==> config.mk <==
export PLATFORM = sky130hd
export DESIGN_NAME = mlf_policy
export DESIGN_NICKNAME = d
export VERILOG_FILES = /design/src/pkg/mlf_pkg.sv /design/src/rtl/mlf_policy.sv /design/src/rtl/mlf_tick_div.sv
export SDC_FILE = /design/constraint.sdc
export NUM_CORES = 1
export LEC_CHECK = 0
export BUFFER_PORTS_ARGS = -buffer_cell sky130_fd_sc_hd__buf_4
export CAP_MARGIN = 40
export CORE_AREA = 4 4 105 127
export DETAILED_ROUTE_END_ITERATION = 8
export DIE_AREA = 0 0 109 131
export PLACE_DENSITY = 0.68
export SYNTH_ARGS = -nofsm -noshare
export SYNTH_HDL_FRONTEND = slang
export SYNTH_SLANG_ARGS = --single-unit
export TNS_END_PERCENT = 20
==> constraint.sdc <==
create_clock -name mclk -period 6.5 [get_ports mclk]
set_input_delay 1.625 -clock mclk [delete_from_list [all_inputs] [get_ports mclk]]
set_output_delay 1.625 -clock mclk [all_outputs]
set_load 0.05 [all_outputs]
==> src/pkg/mlf_pkg.sv <==
package mlf_pkg;
	// Register byte addresses
	localparam logic [7:0] REG_CFG = 8'h00;
	localparam logic [7:0] REG_IRQ_STAT = 8'h04;
	localparam logic [7:0] REG_IRQ_EN = 8'h08;
	localparam logic [7:0] REG_IRQ_CLR = 8'h0C;
	localparam logic [7:0] REG_CTRL = 8'h10;
	localparam logic [7:0] REG_STATE = 8'h14;

	// Fault protection settings fields
	localparam int RETRY_IVL_LSB = 7;
	localparam int RETRY_IVL_W = 4;
	localparam int LOCK_SEL_LSB = 3;
	localparam int LOCK_SEL_W = 4;
	localparam int POS_TMO_EN_BIT = 2;
	localparam int POS_FRQ_EN_BIT = 1;
	localparam int SAT_EN_BIT = 0;
	localparam int CFG_W = 11;
	localparam logic [CFG_W-1:0] CFG_RESET = 11'h000;

	// Control register fields
	localparam int RETRY_LIM_LSB = 0;
	localparam int RETRY_LIM_W = 3;
	localparam int SW_CLEAR_BIT = 8;
	localparam logic [RETRY_LIM_W-1:0] RETRY_LIM_RESET = 3'h3;

	// Interrupt status bit positions
	localparam int EV_LOCK = 0;
	localparam int EV_EXHAUST = 1;
	localparam int EV_POS_TMO = 2;
	localparam int EV_POS_FRQ = 3;
	localparam int EV_SAT = 4;
	localparam int EV_W = 5;

	// Lock response codes
	localparam logic [3:0] LOCK_LATCH_MAX = 4'h3;
	localparam logic [3:0] LOCK_RETRY_MIN = 4'h4;
	localparam logic [3:0] LOCK_RETRY_MAX = 4'h7;
	localparam logic [3:0] LOCK_REPORT = 4'h8;

	// Output action in low two bits of a response code
	localparam logic [1:0] ACT_TRISTATE = 2'h0;
	localparam logic [1:0] ACT_RECIRC = 2'h1;
	localparam logic [1:0] ACT_HS_BRAKE = 2'h2;
	localparam logic [1:0] ACT_LS_BRAKE = 2'h3;

	// Timing
	localparam int CLK_HZ = 40000000;
	localparam int MS_PER_S = 1000;
	localparam int MS_CYCLES = CLK_HZ / MS_PER_S;
	localparam int RETRY_SHORT_MS = 500;
	localparam int RETRY_STEP_MS = 1000;
	localparam int MS_CNT_W = 14;

	typedef enum logic [1:0] {
		ST_RUN,
		ST_RETRY_WAIT,
		ST_LATCHED,
		ST_REPORT
	} mlf_state_t;
endpackage

==> src/rtl/mlf_policy.sv <==
// The strobed register port and the register addresses were chosen for this implementation.
`timescale 1ns/1ps
`default_nettype none
// Contract
// - Bits 10-7 pick retry wait: 1h is 500 ms, 2h-Fh 1-14 s.
// - Codes 0h-3h latch lock fault, assert pin; tristate, recirc, HS or LS brake.
// - High-side brake turns all three high FETs on; low-side all three low.
// - Code 6h auto-clears after each wait up to limit, high-side brake, pin asserted.
// - Code 8h only asserts the fault pin, outputs left alone.
// - Codes 9h-Fh disable lock detection: no fault, no action.
// - Bit 2 enables the position-detect timeout fault.
// - Bit 1 enables the position-detect frequency fault.
// - Bit 0 enables reporting of current and speed loop saturation.
module mlf_policy #(
	parameter int MS_CYCLES = mlf_pkg::MS_CYCLES
) (
	// Clock and reset
	input wire logic mclk,
	input wire logic resetn,
	// Register port
	input wire logic [7:0] addr,
	input wire logic [31:0] wdata,
	input wire logic wr_en,
	input wire logic rd_en,
	output logic [31:0] rdata,
	// Detector inputs, same clock
	input wire logic lock_detect,
	input wire logic motor_running,
	input wire logic pos_timeout_evt,
	input wire logic pos_freq_evt,
	input wire logic cur_loop_sat,
	input wire logic spd_loop_sat,
	// Power stage control
	output logic override_active,
	output logic [2:0] hs_on,
	output logic [2:0] ls_on,
	output logic phase_tristate,
	output logic phase_recirc,
	// Fault reporting
	output logic fault_indicator_n,
	output logic pos_timeout_fault,
	output logic pos_freq_fault,
	output logic cur_sat_flag,
	output logic spd_sat_flag,
	output logic irq
);
	logic [mlf_pkg::CFG_W-1:0] cfg_r;
	logic [mlf_pkg::RETRY_LIM_W-1:0] retry_limit_r;
	logic [mlf_pkg::RETRY_LIM_W-1:0] retry_cnt_r;
	logic [mlf_pkg::EV_W-1:0] stat_r;
	logic [mlf_pkg::EV_W-1:0] stat_nxt;
	logic [mlf_pkg::EV_W-1:0] irq_en_r;
	logic [mlf_pkg::EV_W-1:0] events;
	logic [3:0] fault_mode_r;
	logic [3:0] mode_nxt;
	logic [3:0] lock_sel;
	logic [3:0] retry_ivl;
	logic [mlf_pkg::MS_CNT_W-1:0] ms_cnt_r;
	logic [mlf_pkg::MS_CNT_W-1:0] ms_target;
	logic sw_clear;
	logic counting;
	logic ms_tick;
	logic timer_done;
	logic good_run;
	logic retry_mode;
	mlf_pkg::mlf_state_t state_r;
	mlf_pkg::mlf_state_t state_nxt;

	assign lock_sel = cfg_r[mlf_pkg::LOCK_SEL_LSB +: mlf_pkg::LOCK_SEL_W];
	assign retry_ivl = cfg_r[mlf_pkg::RETRY_IVL_LSB +: mlf_pkg::RETRY_IVL_W];
	assign sw_clear = wr_en && (addr == mlf_pkg::REG_CTRL) && wdata[mlf_pkg::SW_CLEAR_BIT];
	assign retry_mode = (lock_sel >= mlf_pkg::LOCK_RETRY_MIN) &&
		(lock_sel <= mlf_pkg::LOCK_RETRY_MAX);

	// retry wait in ms
	// Reserved code 0h is treated like 1h so the wait is never zero
	always_comb begin
		if (retry_ivl <= 4'h1) begin
			ms_target = mlf_pkg::MS_CNT_W'(mlf_pkg::RETRY_SHORT_MS);
		end else begin
			ms_target = mlf_pkg::MS_CNT_W'((32'(retry_ivl) - 32'd1) * mlf_pkg::RETRY_STEP_MS);
		end
	end

	// Millisecond timer runs while waiting, or while a spent budget is healing
	assign good_run = (state_r == mlf_pkg::ST_RUN) && motor_running && !lock_detect &&
		(retry_cnt_r != '0);
	assign counting = (state_r == mlf_pkg::ST_RETRY_WAIT) || good_run;
	assign timer_done = counting && (ms_cnt_r >= ms_target);

	mlf_tick_div #(
		.DIV(MS_CYCLES)
	) u_ms_div (
		.mclk(mclk),
		.resetn(resetn),
		.run(counting),
		.tick(ms_tick)
	);

	// Elapsed ms counter
	always_ff @(posedge mclk or negedge resetn) begin
		if (!resetn) begin
			ms_cnt_r <= '0;
		end else if (!counting || timer_done) begin
			ms_cnt_r <= '0;
		end else if (ms_tick) begin
			ms_cnt_r <= ms_cnt_r + mlf_pkg::MS_CNT_W'(1);
		end
	end

	// Lock fault state machine
	always_comb begin
		state_nxt = state_r;
		case (state_r)
			mlf_pkg::ST_RUN: begin
				if (lock_detect) begin
					if (lock_sel <= mlf_pkg::LOCK_LATCH_MAX) begin
						state_nxt = mlf_pkg::ST_LATCHED;
					end else if (retry_mode) begin
						if (retry_cnt_r < retry_limit_r) begin
							state_nxt = mlf_pkg::ST_RETRY_WAIT;
						end else begin
							state_nxt = mlf_pkg::ST_LATCHED;
						end
					end else if (lock_sel == mlf_pkg::LOCK_REPORT) begin
						state_nxt = mlf_pkg::ST_REPORT;
					end
				end
			end
			mlf_pkg::ST_RETRY_WAIT: begin
				if (timer_done || sw_clear) begin
					state_nxt = mlf_pkg::ST_RUN;
				end
			end
			mlf_pkg::ST_LATCHED: begin
				if (sw_clear) begin
					state_nxt = mlf_pkg::ST_RUN;
				end
			end
			mlf_pkg::ST_REPORT: begin
				if (!lock_detect || sw_clear) begin
					state_nxt = mlf_pkg::ST_RUN;
				end
			end
			default: begin
				state_nxt = mlf_pkg::ST_RUN;
			end
		endcase
	end

	// Response code is frozen at fault entry; a rewrite mid-fault waits
	assign mode_nxt = (state_r == mlf_pkg::ST_RUN) ? lock_sel : fault_mode_r;

	always_ff @(posedge mclk or negedge resetn) begin
		if (!resetn) begin
			state_r <= mlf_pkg::ST_RUN;
			fault_mode_r <= 4'h0;
		end else begin
			state_r <= state_nxt;
			fault_mode_r <= mode_nxt;
		end
	end

	always_ff @(posedge mclk or negedge resetn) begin
		if (!resetn) begin
			retry_cnt_r <= '0;
		end else if (sw_clear || (good_run && timer_done)) begin
			retry_cnt_r <= '0;
		end else if (state_r == mlf_pkg::ST_RUN && state_nxt == mlf_pkg::ST_RETRY_WAIT) begin
			retry_cnt_r <= retry_cnt_r + mlf_pkg::RETRY_LIM_W'(1);
		end
	end

	// Power stage override, registered from the next state
	always_ff @(posedge mclk or negedge resetn) begin
		if (!resetn) begin
			override_active <= 1'b0;
			hs_on <= 3'h0;
			ls_on <= 3'h0;
			phase_tristate <= 1'b0;
			phase_recirc <= 1'b0;
			fault_indicator_n <= 1'b1;
		end else begin
			// pin asserted in every fault state
			fault_indicator_n <= (state_nxt == mlf_pkg::ST_RUN);
			override_active <= 1'b0;
			hs_on <= 3'h0;
			ls_on <= 3'h0;
			phase_tristate <= 1'b0;
			phase_recirc <= 1'b0;
			if (state_nxt == mlf_pkg::ST_LATCHED || state_nxt == mlf_pkg::ST_RETRY_WAIT) begin
				override_active <= 1'b1;
				case (mode_nxt[1:0])
					mlf_pkg::ACT_TRISTATE: phase_tristate <= 1'b1;
					mlf_pkg::ACT_RECIRC: phase_recirc <= 1'b1;
					mlf_pkg::ACT_HS_BRAKE: hs_on <= 3'h7;
					mlf_pkg::ACT_LS_BRAKE: ls_on <= 3'h7;
					default: phase_tristate <= 1'b1;
				endcase
			end
		end
	end

	// Gated fault and saturation indications
	always_ff @(posedge mclk or negedge resetn) begin
		if (!resetn) begin
			pos_timeout_fault <= 1'b0;
			pos_freq_fault <= 1'b0;
			cur_sat_flag <= 1'b0;
			spd_sat_flag <= 1'b0;
		end else begin
			pos_timeout_fault <= pos_timeout_evt && cfg_r[mlf_pkg::POS_TMO_EN_BIT];
			pos_freq_fault <= pos_freq_evt && cfg_r[mlf_pkg::POS_FRQ_EN_BIT];
			cur_sat_flag <= cur_loop_sat && cfg_r[mlf_pkg::SAT_EN_BIT];
			spd_sat_flag <= spd_loop_sat && cfg_r[mlf_pkg::SAT_EN_BIT];
		end
	end

	// Event sources for the sticky status
	always_comb begin
		events = '0;
		events[mlf_pkg::EV_LOCK] = (state_r == mlf_pkg::ST_RUN) &&
			(state_nxt != mlf_pkg::ST_RUN);
		events[mlf_pkg::EV_EXHAUST] = (state_r == mlf_pkg::ST_RUN) && retry_mode &&
			(state_nxt == mlf_pkg::ST_LATCHED);
		events[mlf_pkg::EV_POS_TMO] = pos_timeout_evt && cfg_r[mlf_pkg::POS_TMO_EN_BIT];
		events[mlf_pkg::EV_POS_FRQ] = pos_freq_evt && cfg_r[mlf_pkg::POS_FRQ_EN_BIT];
		events[mlf_pkg::EV_SAT] = (cur_loop_sat || spd_loop_sat) && cfg_r[mlf_pkg::SAT_EN_BIT];
	end

	// A new event beats a clear landing in the same cycle
	always_comb begin
		stat_nxt = stat_r;
		if (wr_en && addr == mlf_pkg::REG_IRQ_CLR) begin
			stat_nxt = stat_nxt & ~wdata[mlf_pkg::EV_W-1:0];
		end
		stat_nxt = stat_nxt | events;
	end

	// Sticky status and level interrupt
	always_ff @(posedge mclk or negedge resetn) begin
		if (!resetn) begin
			stat_r <= '0;
			irq <= 1'b0;
		end else begin
			stat_r <= stat_nxt;
			irq <= |(stat_nxt & irq_en_r);
		end
	end

	// Register writes
	always_ff @(posedge mclk or negedge resetn) begin
		if (!resetn) begin
			cfg_r <= mlf_pkg::CFG_RESET;
			irq_en_r <= '0;
			retry_limit_r <= mlf_pkg::RETRY_LIM_RESET;
		end else if (wr_en) begin
			case (addr)
				mlf_pkg::REG_CFG: cfg_r <= wdata[mlf_pkg::CFG_W-1:0];
				mlf_pkg::REG_IRQ_EN: irq_en_r <= wdata[mlf_pkg::EV_W-1:0];
				mlf_pkg::REG_CTRL: begin
					retry_limit_r <= wdata[mlf_pkg::RETRY_LIM_LSB +: mlf_pkg::RETRY_LIM_W];
				end
				default: begin
				end
			endcase
		end
	end

	// Read data one cycle after the strobe; unmapped reads return zero
	always_ff @(posedge mclk or negedge resetn) begin
		if (!resetn) begin
			rdata <= 32'h0000_0000;
		end else if (rd_en) begin
			case (addr)
				mlf_pkg::REG_CFG: rdata <= 32'(cfg_r);
				mlf_pkg::REG_IRQ_STAT: rdata <= 32'(stat_r);
				mlf_pkg::REG_IRQ_EN: rdata <= 32'(irq_en_r);
				mlf_pkg::REG_CTRL: rdata <= 32'(retry_limit_r);
				mlf_pkg::REG_STATE: rdata <= {24'h00_0000, 1'b0, retry_cnt_r, 2'h0, state_r};
				default: rdata <= 32'h0000_0000;
			endcase
		end else begin
			rdata <= 32'h0000_0000;
		end
	end
endmodule
`default_nettype wire

==> src/rtl/mlf_tick_div.sv <==
`timescale 1ns/1ps
`default_nettype none
module mlf_tick_div #(
	parameter int DIV = 40000
) (
	// Clock and reset
	input wire logic mclk,
	input wire logic resetn,
	// Control
	input wire logic run,
	// Enable pulse out
	output logic tick
);
	localparam int CW = $clog2(DIV + 1);
	localparam logic [CW-1:0] LAST = CW'(DIV - 1);

	logic [CW-1:0] cnt_r;

	// Counter restarts whenever run drops, so each interval starts full
	always_ff @(posedge mclk or negedge resetn) begin
		if (!resetn) begin
			cnt_r <= '0;
			tick <= 1'b0;
		end else if (!run) begin
			cnt_r <= '0;
			tick <= 1'b0;
		end else if (cnt_r == LAST) begin
			cnt_r <= '0;
			tick <= 1'b1;
		end else begin
			cnt_r <= cnt_r + CW'(1);
			tick <= 1'b0;
		end
	end
endmodule
`default_nettype wire

Word level (Yosys, flattened, before mapping):

Cells that the tools add are included.

* $add $sub $neg: 4
* $mul: 1
* divide/modulo/power cells: 0
* $lt $le $gt $ge: 6
* equality and inequality tests: 15
* shift operators: 0
* multiplexer cells: 31
* bitwise gates (word level): 4
* reductions and logical operators: 39

Operators with widths (count)
* case mux 11 bit (5 select lines): 1
* 2-to-1 mux 14 bit: 3
* multiplier 32 x 7 -> 11 bit, second input constant: 1
* 2-to-1 mux 16 bit: 2
* 2-to-1 mux 32 bit: 1
* logical AND 1 bit: 18
* 2-to-1 mux 2 bit: 9
* 2-to-1 mux 3 bit: 6
* adder 16 x 1 -> 16 bit, second input constant: 1
* == test 16 bit, second input constant: 1
* == test 8 x 4 -> 1 bit, second input constant: 2
* == test 8 x 5 -> 1 bit, second input constant: 2
* adder 14 x 1 -> 14 bit, second input constant: 1
* greater-or-equal comparator 14 bit: 1
* AND 5 bit: 2
* == test 2 bit, second input constant: 5
* == test 8 x 3 -> 1 bit, second input constant: 1
* zero test 8 bit: 1
* case mux 2 bit (4 select lines): 1
* logical OR 1 bit: 7
* 2-to-1 mux 1 bit: 7
* == test 2 x 1 -> 1 bit, second input constant: 3
* zero test 2 bit: 3
* AND reduction 2 bit: 3
* 15 further kinds: 18

* register bits after elaboration: 109
* latch bits: 0
* RAM bits: 0
* ROM bits: 0
* bits of input ports: 50
* output and inout bits: 47
* logic and storage cells: 122
* memories kept: 0

Longest topological paths before layout:

* word-level depth: 14
* mapped depth: 32
* depth with buffers taken out: 30

Cells and area by module:

A second synthesis with hierarchy kept.

* cells, all modules: 527
* area, all modules: 5352.6 um^2

By module, submodules not included
* mlf_policy: instances 1, cells an instance 444, area each 4500.6 um^2, sequential area each 1680.4 um^2
* mlf_tick_div: instances 1, cells an instance 83, area each 852.1 um^2, sequential area each 425.4 um^2

Least setup slack after synthesis:

Ideal clock, no wire load.

* path type: register -> register
* from: register cfg_r[7] in the netlist's numbering
* to: register irq
* library setup time: 0.128 ns
* data arrival time: 6.724 ns
* required time: 6.372 ns
* setup slack: -0.351 ns
* cell stages (with the launch flop): 33
* buffers on the path: 2
* clock period less this slack: 6.851 ns
* cell sequence: dfrtp_1 -> clkbuf_1 -> inv_1 -> ha_1 -> or3b_2 -> buf_2 -> inv_1 -> ha_1 -> inv_1 -> fa_1 -> inv_1 -> fa_1 -> inv_1 -> fa_1 -> inv_1 -> ha_1 -> and3_1 -> a2111oi_0 -> a21oi_1 -> xnor2_1 -> nand2_1 -> ha_1 -> a21oi_1 -> o21ai_0 -> nor3b_1 -> nand2_1 -> o21a_1 -> ha_1 -> inv_1 -> nor2_1 -> a22o_1 -> a22oi_1 -> nand2_1

* word-level cells in the longest chain between the ends: 13
* elaborated cells between the ends (all ways): 16
* those cells by class: 1 x add/sub; 1 x mul; 2 x order compare; 1 x eq/ne; 3 x mux; 2 x bitwise; 6 x reduce/logical

Ends and longest elaborated chain
* start, declared: RTL line mlf_policy.sv:47 `logic [mlf_pkg::CFG_W-1:0] cfg_r;`
* start signal, assigned: RTL line mlf_policy.sv:254 `cfg_r <= mlf_pkg::CFG_RESET;`
* start signal, assigned: RTL line mlf_policy.sv:259 `mlf_pkg::REG_CFG: cfg_r <= wdata[mlf_pkg::CFG_W-1:0];`
* subtractor 4 x 1 -> 5 bit: RTL line mlf_policy.sv:81 `ms_target = mlf_pkg::MS_CNT_W'((32'(retry_ivl) - 32'd1) * mlf_pkg::RETRY_STEP_MS);`
* multiplier 32 x 7 -> 11 bit: RTL line mlf_policy.sv:81
* 2-to-1 mux 14 bit (*): RTL line mlf_policy.sv:78 `if (retry_ivl <= 4'h1) begin`
* greater-or-equal comparator 14 bit (*): RTL line mlf_policy.sv:89 `assign timer_done = counting && (ms_cnt_r >= ms_target);`
* logical AND 1 bit (*): RTL line mlf_policy.sv:89
* logical OR 1 bit (*): RTL line mlf_policy.sv:131 `if (timer_done || sw_clear) begin`
* 2-to-1 mux 2 bit (*): RTL line mlf_policy.sv:131
* case mux 2 bit (4 select lines) (*): RTL line mlf_policy.sv:114 `case (state_r)`
* == test 2 bit (*): RTL line mlf_policy.sv:225 `(state_nxt == mlf_pkg::ST_LATCHED);`
* logical AND 1 bit (*): RTL line mlf_policy.sv:224 `events[mlf_pkg::EV_EXHAUST] = (state_r == mlf_pkg::ST_RUN) && retry_mode &&`
* bitwise OR 5 bit (*): RTL line mlf_policy.sv:237 `stat_nxt = stat_nxt | events;`
* via stat_nxt (one bit): RTL line mlf_policy.sv:51 `logic [mlf_pkg::EV_W-1:0] stat_nxt;`
* AND 5 bit (*): RTL line mlf_policy.sv:247 `irq <= |(stat_nxt & irq_en_r);`
* OR reduction 5 bit (*): RTL line mlf_policy.sv:247
* end signal, assigned: RTL line mlf_policy.sv:247
* end, declared: RTL line mlf_policy.sv:45 `output logic irq`

Mark *: on every way through the listed nets, which the timed path passes. The rest lies on a longest branch.
A chain may end at the register's enable or synchronous reset.

Worst setup path after layout:

* from: register cfg_r[8] in the netlist's numbering
* to: register irq

* word-level cells in the longest chain between the ends: 13
* elaborated cells between the ends (all ways): 16
* those cells by class: 1 x add/sub; 1 x mul; 2 x order compare; 1 x eq/ne; 3 x mux; 2 x bitwise; 6 x reduce/logical

Ends and longest elaborated chain
* subtractor 4 x 1 -> 5 bit: RTL line mlf_policy.sv:81
* multiplier 32 x 7 -> 11 bit: RTL line mlf_policy.sv:81
* 2-to-1 mux 14 bit (*): RTL line mlf_policy.sv:78
* greater-or-equal comparator 14 bit (*): RTL line mlf_policy.sv:89
* logical AND 1 bit (*): RTL line mlf_policy.sv:89
* logical OR 1 bit (*): RTL line mlf_policy.sv:131
* 2-to-1 mux 2 bit (*): RTL line mlf_policy.sv:131
* case mux 2 bit (4 select lines) (*): RTL line mlf_policy.sv:114
* nonzero test 2 bit (*): RTL line mlf_policy.sv:223 `(state_nxt != mlf_pkg::ST_RUN);`
* logical AND 1 bit (*): RTL line mlf_policy.sv:222 `events[mlf_pkg::EV_LOCK] = (state_r == mlf_pkg::ST_RUN) &&`
* bitwise OR 5 bit (*): RTL line mlf_policy.sv:237
* via stat_nxt (one bit): RTL line mlf_policy.sv:51
* AND 5 bit (*): RTL line mlf_policy.sv:247
* OR reduction 5 bit (*): RTL line mlf_policy.sv:247

Marks and branches as above.

==> results.sh <==
export IMPL_r2r_start="cfg_r[8]"
export IMPL_drt_pass1_iterations=5
export IMPL_routed_wl_um=11200
export IMPL_max_cap_violations=0
export IMPL_holdWs_ns=0.492
export IMPL_cts_tree="done"
export IMPL_numCtsBuffers=9
export IMPL_die_w_um=109
export IMPL_initialDrtViolationCount=231
export IMPL_met3_length_um=302
export IMPL_avgRoutedWirePerCell_um=14.8
export IMPL_wirelength_met1_um=4720
export IMPL_p_per_area_nw_per_um2=398
export IMPL_finalSetupViolations=0
export IMPL_async_flop_share=1.00
export IMPL_ys_seq_area_frac=0.393
export IMPL_grt_overflow_total=0
export IMPL_fp_dieH_um=131
export IMPL_drive_gt1_frac=0.236
export IMPL_cp_end_kind="flop"
export IMPL_crit_required_ns=6.71
export IMPL_grt_use_total=0.160
export IMPL_cts_root_buf="clkbuf_16"
export IMPL_multi_input_area_um2=3070
export IMPL_worst_slack_ns=0.339
export IMPL_synth_area_um2=5360
export IMPL_ios=97
export IMPL_num_rows=44
export IMPL_synth_ff_type="dfrtp_1"
export IMPL_power_mw=2.55
export IMPL_ctsHoldBuffers=0
export IMPL_grt_pass1_vias=3817
export IMPL_min_from="u_ms_div.cnt_r[0]"
export IMPL_port_buffers=54
export IMPL_critPathKind="flop to flop"
export IMPL_fin_worst_skew_ns=0.00735
export IMPL_min_path_type="flop to flop"
export IMPL_areaGrowthSynthToFinish_pct=19.5
export IMPL_synth_edf_count=0
export IMPL_dpl_cell_area_um2=5960
export IMPL_synth_area_top_cells="dfrtp_1 38%, ha_1 10%, fa_1 4.5%, xnor2_1 4.2%, nor2_1 4.2%"
export IMPL_hpwl_um=8550
export IMPL_synth_top_area_share=0.378
export IMPL_routabilityCongestion=0.839
export IMPL_grt_max_degree=50
export IMPL_nets=698
export IMPL_clk_pin_slew_ns=0.06
export IMPL_synth_top_area_cell="dfrtp_1"
export IMPL_fmax_mhz=162
export IMPL_slew_headroom=0.627
export IMPL_synth_seq_cells=84
export IMPL_critPathLaunch="cfg_r[8]"
export IMPL_drc_errors=0
export IMPL_core_area_um2=12100
export IMPL_viasPerCell=5.08
export IMPL_die_area_um2=14300
export IMPL_worst_path_max_fanout=5
export IMPL_cp_arrival_ns=6.37
export IMPL_antenna_found_initial=0
export IMPL_pre_cts_ws_ns=0.00234
export IMPL_top_layer="met4"
export IMPL_startpoint_type="flop"
export IMPL_slowest_delay_ns=0.56
export IMPL_cp_slowest_cell="fa_1"
export IMPL_fin_util=0.531
export IMPL_peakVddDrop_mv=0.491
export IMPL_num_vias=3847
export IMPL_syn_inst=524
export IMPL_status="complete, no violations"
export IMPL_yosysWarningCount=0
export IMPL_leakage_nw=3.02
export IMPL_synth_distinct_cells=61
export IMPL_htreeDepth=3
export IMPL_slew_viol_final=0
export IMPL_n_fill_cell=1061
export IMPL_worst_pin_slew_ns=0.557
export IMPL_hold_viol_final=0
export IMPL_antenna_diode_count=0
export IMPL_start_util=0.445
export IMPL_grt_pass1_wl_um=18100
export IMPL_post_route_min_period_ns=6.16
export IMPL_ant_nets=0
export IMPL_fin_crit_sh=0.948
export IMPL_clk_path_buf_depth=2
export IMPL_design_area_um2=6410
export IMPL_syn_area_per_cell_um2=10.2
export IMPL_dr_wl_met2_um=5970
export IMPL_path_common_cell="inv_1"
export IMPL_ff_latch_area_um2=2110
export IMPL_clock_latency_ns=0.34
export IMPL_cts_sinks=84
[worst max-delay path, delay by kind of cell (launching register included)]
kind / cells / cell delay, ns
AO/OA/AOI/OAI: 6 / 1.23
XOR/XNOR: 2 / 0.32
adder cells (fa/ha/maj): 8 / 2.78
buffers and inverters: 5 / 0.45
flip-flops: 1 / 0.38
AND/OR/NAND/NOR: 7 / 0.88
[per-layer routing]
layer  vias to the layer above  track usage
met5                         -            0
met4                         0       0.0557
met3                        12       0.0270
met2                        65        0.265
met1                      1895        0.213
li1                       1875            -
[what timing repair did]
action,CTS,global route
setup buffers,0,3
cloned,0,0
endpoints found under the setup margin,1,10
gates resized for setup,1,18
pin swaps,0,10
[Yosys cell counts, types with 2 or more instances]
master    instances
dfrtp_1          81
nor2_1           60
ha_1             44
inv_1            40
nand2_1          34
xnor2_1          26
buf_4            25
xor2_1           20
nand3_1          17
fa_1             12
nor3_1           12
o21ai_0          12
a21oi_1          11
mux2_2           11
mux2_4           10
and3_1            9
nand4_1           8
nor2b_1           8
a21o_1            6
and2_1            6
clkbuf_1          6
mux2i_1           6
a22oi_1           5
nand2b_1          4
dfstp_2           3
nor4b_1           3
a211oi_1          2
a22o_1            2
a31oi_1           2
buf_2             2
mux4_2            2
nand3b_1          2
nor3b_1           2
o211ai_1          2
o21a_1            2
o31ai_1           2
[cells in the final DEF, fill, tap and decap left out, drive strengths merged, types with 2 or more instances in the layout]
master / instances
nor3: 13
a211oi: 2
o211ai: 2
and2: 7
a21o: 6
xnor2: 26
mux4: 2
dfstp: 3
a31oi: 2
and3: 10
clkbuf: 12
nor2b: 8
nand2: 34
o31ai: 2
o21ai: 13
nand4: 9
nand3b: 2
nand2b: 4
a21oi: 11
a41oi: 2
buf: 71
a22oi: 5
mux2: 21
nand3: 18
dfrtp: 81
xor2: 20
a22o: 2
ha: 44
o21a: 2
mux2i: 6
inv: 40
nor2: 60
conb: 21
nor3b: 2
bufinv: 2
fa: 12
nor4b: 5
[cell type report]
| type | instances | area share |
|---|---|---|
| clock buffers | 12 | 0.0385 |
| clock inverters | 4 | 0.0113 |
| inverters | 40 | 0.0238 |
| multi-input cells | 386 | 0.480 |
| flip-flops and latches | 84 | 0.329 |
| well taps | 161 | 0.0314 |
| repair buffers | 71 | 0.0863 |
[registers in the layout (all words and copies together) (netlist names), 2 cells and up]
name,count
state_r,2
fault_mode_r,2
ms_cnt_r,14
u_ms_div.cnt_r,16
stat_r,5
retry_limit_r,3
cfg_r,11
irq_en_r,5
retry_cnt_r,3
rdata,11
[kinds of logic after synthesis]
group                    count (synthesis)  synth area share
AND/OR/NAND/NOR                        177             0.169
flip-flops                              84             0.393
buffers and inverters                   74            0.0712
AO/OA/AOI/OAI                           57            0.0728
adder cells (fa/ha/maj)                 56             0.148
XOR/XNOR                                46            0.0752
multiplexers                            29            0.0707
other                                    1          0.000700
[worst paths after layout]
check                               endpoint  slack [ns]  cells after the start
max in group asynchronous  fault_indicator_n        4.58                      2
min reg2reg                u_ms_div.cnt_r[0]        0.49                      1
max                                      irq        0.34                     28
min                        u_ms_div.cnt_r[0]        0.49                      1
min in group asynchronous          rdata[10]        1.24                      1
max reg2reg                              irq        0.34                     28
[stage by stage]
step	std cells	setup TNS, ns
3_3_place_gp	738	0
2_1_floorplan	544	0
3_5_place_dp	739	0
6_report	758	0
5_1_grt	758	-0.0223
4_1_cts	755	0
[where the power goes]
group	switching [mW]	total [mW]	internal [mW]
sequential	0.0247	0.582	0.557
combinational	0.751	1.42	0.671
clock	0.196	0.543	0.346
total	0.972	2.55	1.58
Power figures use the tool's default switching activity.
